`src/core/asf_pkg.sv`:
```
package asf_pkg;

	// ----------------------------------------------------------------
	// clock and pin timing (slowest speed grade, so any grade works)
	// ----------------------------------------------------------------
	localparam int CLK_PERIOD_NS = 5;
	localparam int T_WPW_NS      = 120;
	localparam int T_DS_NS       = 40;
	localparam int T_DH_NS       = 10;
	localparam int T_RPW_NS      = 120;
	localparam int T_A_NS        = 120;
	localparam int T_RS_NS       = 120;
	localparam int T_RSS_NS      = 120;
	localparam int T_RT_NS       = 120;
	localparam int T_RTS_NS      = 120;
	localparam int T_FLAG_NS     = 140;
	localparam int SYNC_CYC      = 2;

	function automatic int ns2cyc(input int ns);
		int c;
		c = (ns + CLK_PERIOD_NS - 1) / CLK_PERIOD_NS;
		return (c < 1) ? 1 : c;
	endfunction : ns2cyc

	localparam logic [7:0] WLOW_CYC   = 8'(ns2cyc((T_WPW_NS > T_DS_NS) ? T_WPW_NS : T_DS_NS));
	localparam logic [7:0] WHOLD_CYC  = 8'(ns2cyc(T_DH_NS));
	localparam logic [7:0] RLOW_CYC   = 8'(((ns2cyc(T_A_NS) + SYNC_CYC + 1) > ns2cyc(T_RPW_NS)) ?
		(ns2cyc(T_A_NS) + SYNC_CYC + 1) : ns2cyc(T_RPW_NS));
	localparam logic [7:0] RSLOW_CYC  = 8'(ns2cyc((T_RS_NS > T_RSS_NS) ? T_RS_NS : T_RSS_NS));
	localparam logic [7:0] RTLOW_CYC  = 8'(ns2cyc((T_RT_NS > T_RTS_NS) ? T_RT_NS : T_RTS_NS));
	localparam logic [7:0] SETTLE_CYC = 8'(ns2cyc(T_FLAG_NS) + SYNC_CYC);

	// ----------------------------------------------------------------
	// device geometry
	// ----------------------------------------------------------------
	localparam int          DATA_W   = 9;
	localparam logic [14:0] CAPACITY = 15'h0800;

	// ----------------------------------------------------------------
	// register map
	// ----------------------------------------------------------------
	localparam logic [11:0] OFS_CMD    = 12'h000;
	localparam logic [11:0] OFS_WDATA  = 12'h004;
	localparam logic [11:0] OFS_CFG    = 12'h008;
	localparam logic [11:0] OFS_STATUS = 12'h00c;
	localparam logic [11:0] OFS_RDATA  = 12'h010;
	localparam logic [11:0] OFS_WCOUNT = 12'h014;

	localparam int CMD_PUSH_BIT   = 0;
	localparam int CMD_POP_BIT    = 1;
	localparam int CMD_RESET_BIT  = 2;
	localparam int CMD_REPLAY_BIT = 3;
	localparam int CFG_CASCADE_BIT = 0;
	localparam int CFG_FIRST_BIT   = 1;
	localparam int ST_BUSY_BIT  = 0;
	localparam int ST_EMPTY_BIT = 1;
	localparam int ST_FULL_BIT  = 2;
	localparam int ST_HALF_BIT  = 3;
	localparam int ST_XO_BIT    = 4;
	localparam int ST_ERR_BIT   = 5;
	localparam int ST_RDONE_BIT = 6;

	typedef enum logic [2:0] {
		SEL_CMD    = 3'b000,
		SEL_WDATA  = 3'b001,
		SEL_CFG    = 3'b010,
		SEL_STATUS = 3'b011,
		SEL_RDATA  = 3'b100,
		SEL_WCOUNT = 3'b101,
		SEL_NONE   = 3'b111
	} asf_sel_t;

	typedef enum logic [2:0] {
		ST_IDLE   = 3'b000,
		ST_WLOW   = 3'b001,
		ST_WHOLD  = 3'b010,
		ST_RLOW   = 3'b011,
		ST_RSLOW  = 3'b100,
		ST_RTLOW  = 3'b101,
		ST_SETTLE = 3'b110
	} asf_state_t;

endpackage : asf_pkg

```
`src/core/asf_host.sv`:
```
// Operation
// - pulse reset after power-up before writing
// - strobes high around reset release
// - strobes high throughout replay pulse
// - replay only below capacity, never cascaded
//
// Decided for this implementation: the address map and the APB slave port.
`timescale 1ns/1ps
`default_nettype none

module asf_host
	import asf_pkg::*;
(
	// clock and reset
	input  wire logic              clk,
	input  wire logic              srst,
	// apb slave
	input  wire logic              psel,
	input  wire logic              penable,
	input  wire logic              pwrite,
	input  wire logic [11:0]       paddr,
	input  wire logic [31:0]       pwdata,
	output logic      [31:0]       prdata,
	output logic                   pready,
	output logic                   pslverr,
	// device strobes and controls
	output logic                   write_strobe_n,
	output logic                   read_strobe_n,
	output logic                   clear_in_n,
	output logic                   replay_in_n,
	output logic                   expansion_input_n_o,
	output logic                   expansion_input_n_oe,
	// device data
	output logic [DATA_W-1:0]      write_data_bus,
	input  wire logic [DATA_W-1:0] read_data_bus,
	// device flags
	input  wire logic              empty_flag_n,
	input  wire logic              full_flag_n,
	input  wire logic              half_full_flag_n,
	input  wire logic              expansion_output_n
);

	// ----------------------------------------------------------------
	// state
	// ----------------------------------------------------------------
	typedef struct packed {
		asf_state_t        state;
		logic [7:0]        cnt;
		logic              wr_n;
		logic              rd_n;
		logic              rs_n;
		logic              rt_n;
		logic [DATA_W-1:0] dout;
		logic [DATA_W-1:0] wdata;
		logic [DATA_W-1:0] rdata;
		logic              cascade;
		logic              first_dev;
		logic              err;
		logic              reset_done;
		logic [14:0]       wcount;
		logic [31:0]       prdata;
		logic              pslverr;
	} asf_host_t;

	asf_host_t s_r;
	asf_host_t s_nxt;

	// ----------------------------------------------------------------
	// pin synchronisers
	// ----------------------------------------------------------------
	logic [DATA_W+3:0] pins_s;
	logic [DATA_W-1:0] rdbus_s;
	logic              ef_s;
	logic              ff_s;
	logic              hf_s;
	logic              xo_s;

	asf_sync #(
		.W    (DATA_W + 4),
		.INIT ({{DATA_W{1'b0}}, 4'hf})
	) u_sync (
		.clk  (clk),
		.srst (srst),
		.d    ({read_data_bus, empty_flag_n, full_flag_n, half_full_flag_n, expansion_output_n}),
		.q    (pins_s)
	);

	assign rdbus_s = pins_s[DATA_W+3:4];
	assign ef_s    = pins_s[3];
	assign ff_s    = pins_s[2];
	assign hf_s    = pins_s[1];
	assign xo_s    = pins_s[0];

	// ----------------------------------------------------------------
	// address decode
	// ----------------------------------------------------------------
	function automatic asf_sel_t reg_sel(input logic [11:0] a);
		case (a)
			OFS_CMD:    reg_sel = SEL_CMD;
			OFS_WDATA:  reg_sel = SEL_WDATA;
			OFS_CFG:    reg_sel = SEL_CFG;
			OFS_STATUS: reg_sel = SEL_STATUS;
			OFS_RDATA:  reg_sel = SEL_RDATA;
			OFS_WCOUNT: reg_sel = SEL_WCOUNT;
			default:    reg_sel = SEL_NONE;
		endcase
	endfunction : reg_sel

	// ----------------------------------------------------------------
	// next state
	// ----------------------------------------------------------------
	always_comb begin
		logic       wr_acc;
		logic       rd_setup;
		asf_sel_t   sel;
		logic [3:0] cmd;
		logic       done;
		logic [7:0] cnt_inc;

		wr_acc   = psel & penable & pwrite;
		rd_setup = psel & ~penable;
		sel      = reg_sel(paddr);
		cmd      = pwdata[3:0];
		cnt_inc  = s_r.cnt + 8'h01;
		s_nxt    = s_r;
		done     = 1'b0;

		// write-one clears the error flag; sets below override it
		if (wr_acc && sel == SEL_STATUS && pwdata[ST_ERR_BIT]) begin
			s_nxt.err = 1'b0;
		end
		if (wr_acc && sel == SEL_WDATA) begin
			s_nxt.wdata = pwdata[DATA_W-1:0];
		end
		if (wr_acc && sel == SEL_CFG) begin
			s_nxt.cascade   = pwdata[CFG_CASCADE_BIT];
			s_nxt.first_dev = pwdata[CFG_FIRST_BIT];
		end
		if (wr_acc && sel == SEL_CMD && s_r.state != ST_IDLE && cmd != 4'h0) begin
			s_nxt.err = 1'b1;
		end

		case (s_r.state)
			ST_IDLE: begin
				s_nxt.cnt = 8'h00;
				if (wr_acc && sel == SEL_CMD) begin
					if (cmd[CMD_RESET_BIT]) begin
						s_nxt.state = ST_RSLOW;
						s_nxt.rs_n  = 1'b0;
					end else if (cmd[CMD_REPLAY_BIT]) begin
						if (s_r.cascade || !s_r.reset_done || s_r.wcount >= CAPACITY) begin
							s_nxt.err = 1'b1;
						end else begin
							s_nxt.state = ST_RTLOW;
							s_nxt.rt_n  = 1'b0;
						end
					end else if (cmd[CMD_POP_BIT]) begin
						if (!ef_s) begin
							s_nxt.err = 1'b1;
						end else begin
							s_nxt.state = ST_RLOW;
							s_nxt.rd_n  = 1'b0;
						end
					end else if (cmd[CMD_PUSH_BIT]) begin
						if (!ff_s || !s_r.reset_done) begin
							s_nxt.err = 1'b1;
						end else begin
							s_nxt.state = ST_WLOW;
							s_nxt.wr_n  = 1'b0;
							s_nxt.dout  = s_r.wdata;
							if (s_r.wcount != 15'h7fff) begin
								s_nxt.wcount = s_r.wcount + 15'h0001;
							end
						end
					end
				end
			end
			ST_WLOW: begin
				s_nxt.cnt = cnt_inc;
				if (cnt_inc >= WLOW_CYC) begin
					s_nxt.wr_n  = 1'b1;
					s_nxt.state = ST_WHOLD;
					s_nxt.cnt   = 8'h00;
				end
			end
			ST_WHOLD: begin
				s_nxt.cnt = cnt_inc;
				if (cnt_inc >= WHOLD_CYC) begin
					done = 1'b1;
				end
			end
			ST_RLOW: begin
				s_nxt.cnt = cnt_inc;
				if (cnt_inc >= RLOW_CYC) begin
					s_nxt.rdata = rdbus_s;
					s_nxt.rd_n  = 1'b1;
					done        = 1'b1;
				end
			end
			ST_RSLOW: begin
				s_nxt.cnt = cnt_inc;
				if (cnt_inc >= RSLOW_CYC) begin
					s_nxt.rs_n       = 1'b1;
					s_nxt.reset_done = 1'b1;
					s_nxt.wcount     = 15'h0000;
					done             = 1'b1;
				end
			end
			ST_RTLOW: begin
				s_nxt.cnt = cnt_inc;
				if (cnt_inc >= RTLOW_CYC) begin
					s_nxt.rt_n = 1'b1;
					done       = 1'b1;
				end
			end
			ST_SETTLE: begin
				// flags and recovery times settle before the next command
				s_nxt.cnt = cnt_inc;
				if (cnt_inc >= SETTLE_CYC) begin
					s_nxt.state = ST_IDLE;
					s_nxt.cnt   = 8'h00;
				end
			end
			default: begin
				s_nxt.state = ST_IDLE;
				s_nxt.cnt   = 8'h00;
				s_nxt.wr_n  = 1'b1;
				s_nxt.rd_n  = 1'b1;
				s_nxt.rs_n  = 1'b1;
				s_nxt.rt_n  = 1'b1;
			end
		endcase

		if (done) begin
			s_nxt.state = ST_SETTLE;
			s_nxt.cnt   = 8'h00;
		end

		// read data and error are prepared in the setup cycle
		if (rd_setup) begin
			s_nxt.pslverr = (sel == SEL_NONE);
			s_nxt.prdata  = 32'h0000_0000;
			case (sel)
				SEL_WDATA:  s_nxt.prdata[DATA_W-1:0] = s_r.wdata;
				SEL_CFG:    s_nxt.prdata[1:0] = {s_r.first_dev, s_r.cascade};
				SEL_STATUS: s_nxt.prdata[6:0] = {s_r.reset_done, s_r.err, ~xo_s, ~hf_s, ~ff_s, ~ef_s,
					(s_r.state != ST_IDLE)};
				SEL_RDATA:  s_nxt.prdata[DATA_W-1:0] = s_r.rdata;
				SEL_WCOUNT: s_nxt.prdata[14:0] = s_r.wcount;
				default:    s_nxt.prdata = 32'h0000_0000;
			endcase
		end
	end

	// ----------------------------------------------------------------
	// registers
	// ----------------------------------------------------------------
	always_ff @(posedge clk) begin
		if (srst) begin
			// a device reset pulse starts by itself after power-up
			s_r <= '{
				state:      ST_RSLOW,
				cnt:        8'h00,
				wr_n:       1'b1,
				rd_n:       1'b1,
				rs_n:       1'b0,
				rt_n:       1'b1,
				dout:       9'h000,
				wdata:      9'h000,
				rdata:      9'h000,
				cascade:    1'b0,
				first_dev:  1'b0,
				err:        1'b0,
				reset_done: 1'b0,
				wcount:     15'h0000,
				prdata:     32'h0000_0000,
				pslverr:    1'b0
			};
		end else begin
			s_r <= s_nxt;
		end
	end

	// ----------------------------------------------------------------
	// outputs
	// ----------------------------------------------------------------
	assign pready         = psel & penable;
	assign prdata         = s_r.prdata;
	assign pslverr        = s_r.pslverr;
	assign write_strobe_n = s_r.wr_n;
	assign read_strobe_n  = s_r.rd_n;
	assign clear_in_n     = s_r.rs_n;
	assign write_data_bus = s_r.dout;

	// the shared first-load/replay pin is held low on the first chained device
	assign replay_in_n          = s_r.cascade ? ~s_r.first_dev : s_r.rt_n;
	// grounded when standalone, released to the chain otherwise
	assign expansion_input_n_o  = 1'b0;
	assign expansion_input_n_oe = ~s_r.cascade;

endmodule : asf_host

`default_nettype wire

```
`src/core/asf_sync.sv`:
```
`timescale 1ns/1ps
`default_nettype none

module asf_sync #(
	parameter int             W    = 1,
	parameter logic [W-1:0]   INIT = '0
) (
	// clock and reset
	input  wire logic         clk,
	input  wire logic         srst,
	// data
	input  wire logic [W-1:0] d,
	output logic      [W-1:0] q
);

	typedef struct packed {
		logic [W-1:0] meta;
		logic [W-1:0] q;
	} asf_sync_t;

	asf_sync_t s_r;
	asf_sync_t s_nxt;

	always_comb begin
		s_nxt.meta = d;
		s_nxt.q    = s_r.meta;
	end

	always_ff @(posedge clk) begin
		if (srst) begin
			s_r <= '{meta: INIT, q: INIT};
		end else begin
			s_r <= s_nxt;
		end
	end

	assign q = s_r.q;

endmodule : asf_sync

`default_nettype wire

```
`config.mk`:
```
export PLATFORM = sky130hd
export DESIGN_NAME = asf_host
export DESIGN_NICKNAME = d
export VERILOG_FILES = /design/src/core/asf_pkg.sv /design/src/core/asf_host.sv /design/src/core/asf_sync.sv
export SDC_FILE = /design/constraint.sdc
export NUM_CORES = 1
export LEC_CHECK = 0
export BUFFER_PORTS_ARGS = -buffer_cell sky130_fd_sc_hd__buf_2
export CORE_ASPECT_RATIO = 0.9
export CORE_MARGIN = 3
export CORE_UTILIZATION = 45
export CTS_CLUSTER_DIAMETER = 30
export DETAILED_ROUTE_END_ITERATION = 10
export GPL_TIMING_DRIVEN = 0
export PLACE_DENSITY = 0.73
export RECOVER_POWER = 50
export SLEW_MARGIN = 20
export SYNTH_ARGS = -nofsm -noshare
export SYNTH_HDL_FRONTEND = slang
export SYNTH_HIERARCHICAL = 1
export SYNTH_SLANG_ARGS = --single-unit
```
`constraint.sdc`:
```
create_clock -name clk -period 2.4 [get_ports clk]
set_input_delay 0.12 -clock clk [delete_from_list [all_inputs] [get_ports clk]]
set_output_delay 0.12 -clock clk [all_outputs]
set_load 0.01 [all_outputs]
```
==> results_dict.tcl <==
set metrics [dict create \
    worstPathRequired_ns 2.70 \
    max_cap_viol_count 0 \
    hold_viol_final 1 \
    failed_checks "negative hold slack" \
    drc 0 \
    synth_area_leaders "dfxtp_1 40%, buf_4 6.2%, mux2i_1 6.0%" \
    die_w_um 119 \
    num_rows 36 \
    cts_tree "yes" \
    power.leakage_nw 2.61 \
    pwr-share-comb_pct 11.4 \
    slew_violations 0 \
    grt_max_degree 23 \
    synth_cell_types 68 \
    root_buffer "clkbuf_16" \
    gr-total-overflow 0 \
    numCtsBuffers 9 \
    yosysTopAreaCellShare_pct 39.7 \
    ir_drop_mv 0.463 \
    cts_buffer_depth 2 \
    synthMostInstantiatedCell "dfxtp_1" \
    die-height_um 108 \
    core_area_um2 11000 \
    clk_pin_slew_worst_paths_ns 0.08 \
    netSwitchingFraction_pct 27.1 \
    drive_gt1_share_pct 19.9 \
    status "finished with violations" \
    start_kind "flop" \
    fmax_mhz 430 \
    dieArea_um2 12900 \
    seqPwrFrac_pct 48.4 \
    track_usage_pct 19.9 \
    syn_area_per_cell_um2 8.77 \
    seq_area_um2 2070 \
    relSlewSlack_pct 60.3 \
    antenna-diode-count 0 \
    syn_area_um2 5190 \
    antenna_found_initial 0 \
    min_period_over_period_pct 96.8 \
    synthArstFlopShare_pct 0 \
    power.total_mw 3.68 \
    skew_ns 0.00893 \
    n_fill_cell 1011 \
    antenna_left 0 \
    grt_pass1_wl_mm 20.6 \
    pwr_density_cell_nw_per_um2 583 \
    wl_per_cell_um 15.1 \
    routabilityCongestion 0.883 \
    fin_nets 778 \
    dpl-instance-area_um2 5790 \
    io_pins 111 \
    yosysWarnings 6 \
    design_area_um2 6320 \
    synth_edf_count 0 \
    vias 4678 \
    hold_class "primary input to flop" \
    dpl.hpwl_mm 9.55 \
    p_int_mw 2.68 \
    clock-sinks 103 \
    yosysSeqAreaShare_pct 39.7 \
    routed_wl_mm 13.1 \
    finalSetupViolCount 0 \
    via_per_inst 5.40 \
    dp_slack_ns -0.509 \
    path_class "flop to flop" \
    whs_ns -0.00313 \
    tightestPinTransition_ns 0.595 \
    synthToLayoutAreaGrowth_pct 21.8 \
    synth_ff_type "dfxtp_1" \
    synth.largest_area_cell "dfxtp_1" \
    ys_ff_latch 103 \
    path_max_fanout 10 \
    cp-end-kind "flop" \
    period_needed_ns 2.32 \
    htree_levels 3 \
    first_pass_iters 5 \
    cp.arrival_ns 2.62 \
    start_util_pct 47.0 \
    clockPowerShare_pct 40.3 \
    io_buffers 66 \
    drt_iter0_drc 397 \
    clk_latency_ns 0.35 \
    power_switching_mw 0.998 \
    setup_ws_ns 0.0766 \
    rsz0062_at_grt "no" \
    grt_pass1_vias 4261 \
    multi_input_area_um2 2710 \
    yosys-top-cells-count "103 x dfxtp_1, 56 x nand2_1, 47 x nor2_1" \
    syn_inst 592 \
]
==> per-layer routing <==
| layer | up-vias | routed length [um] | GRT usage, % |
|---|---|---|---|
| met5 | - | 0 | 0 |
| met4 | 0 | 234 | 5.62 |
| met3 | 22 | 881 | 4.83 |
| met2 | 197 | 5920 | 31.8 |
| met1 | 2151 | 6070 | 26.8 |
| li1 | 2308 | - | - |
==> sequential cells by signal (all words and copies together), names as in the netlist <==
name / cells
clear_in_n: 1
s_r: 49
pslverr: 1
read_strobe_n: 1
prdata: 15
u_sync/s_nxt: 13
write_data_bus: 9
write_strobe_n: 1
u_sync/q: 13
==> critical path, cell delays in order (launching register included) <==
cell and delay [ns]:
dfxtp_1 0.41, or3_4 0.41, or4_4 0.57, and2_4 0.18, buf_6 0.13, buf_8 0.14, a2111o_1 0.36, nand2_1 0.07
==> per-stage QoR <==
step	util (%)	hold WS [ns]	TNS, ns	cells
floorplan	-	0.192	0	612
global placement	52.5	0.296	-14.39	830
detailed placement	52.5	0.298	-15.79	830
CTS	56.7	0.00380	0	859
global route	57.3	0.00622	0	866
finish	57.3	-0.00313	0	866
==> placed cells by master (no fill, tap or decap), drive strengths merged, types with 4 or more instances in the layout <==
| cell type | count |
|---|---|
| o41ai | 5 |
| dlygate4sd3 | 12 |
| o211a | 5 |
| nand4 | 11 |
| o221ai | 8 |
| nand3 | 22 |
| clkinv | 5 |
| a21oi | 38 |
| and2 | 11 |
| and2b | 4 |
| and3 | 8 |
| a22oi | 6 |
| nor4 | 5 |
| o211ai | 6 |
| or3 | 5 |
| nand2b | 10 |
| nor3 | 14 |
| mux2i | 31 |
| dfxtp | 103 |
| nor2 | 48 |
| inv | 16 |
| a2111o | 9 |
| nor2b | 17 |
| ha | 7 |
| o2111ai | 6 |
| o21ai | 16 |
| conb | 21 |
| a31oi | 5 |
| buf | 93 |
| or2 | 8 |
| nand2 | 56 |
| clkbuf | 68 |
==> final timing paths <==
| kind | from | endpoint | slack (ns) | cells past startpoint |
|---|---|---|---|---|
| hold reg to reg | u_sync/s_nxt[1] | u_sync/q[1] | 0.41 | 1 |
| setup / recovery | s_r[91] | s_r[35] | 0.08 | 7 |
| hold / removal | read_data_bus[5] | u_sync/s_nxt[9] | -0.003 | 2 |
| setup reg to reg | s_r[91] | s_r[35] | 0.08 | 7 |
==> cell type report <==
type | count | share of cell area (%)
plain buffers | 77 | 7.94
clock buffers | 9 | 3.56
clock inverters | 7 | 1.48
inverters | 14 | 0.831
multi-input cells | 417 | 42.9
flip-flops and latches | 103 | 32.8
well taps | 152 | 3.01
repair buffers | 87 | 7.56
==> power by group through the flow <==
stage                     logic (mW)  clock network [mW]  registers (mW)
after floorplan                0.258                   0            1.81
final                          0.418                1.48            1.78
after CTS                      0.386                1.51            1.78
after global placement         0.359                   0            1.82
after global routing           0.454                1.58            1.79
after detailed placement       0.369                   0            1.82
==> cell families after synthesis <==
logic type,Yosys count,share of synthesized area (%)
other,1,0.0723
multiplexers,31,5.98
buffers and inverters,92,10.7
AO/OA/AOI/OAI,123,17.3
XOR/XNOR,1,0.169
adder cells (fa/ha/maj),7,1.69
flip-flops,103,39.7
AND/OR/NAND/NOR,234,24.4
==> repair_timing <==
| item | in CTS | in global routing |
|---|---|---|
| gates cloned | 0 | 0 |
| buffers inserted | 1 | 8 |
| pin swaps | 1 | 5 |
| hold endpoints to repair | 12 | 0 |
| setup endpoints to repair | 40 | 40 |
| gates resized for setup | 5 | 18 |
| hold buffers | 12 | 0 |
Power figures use the tool's default switching activity.
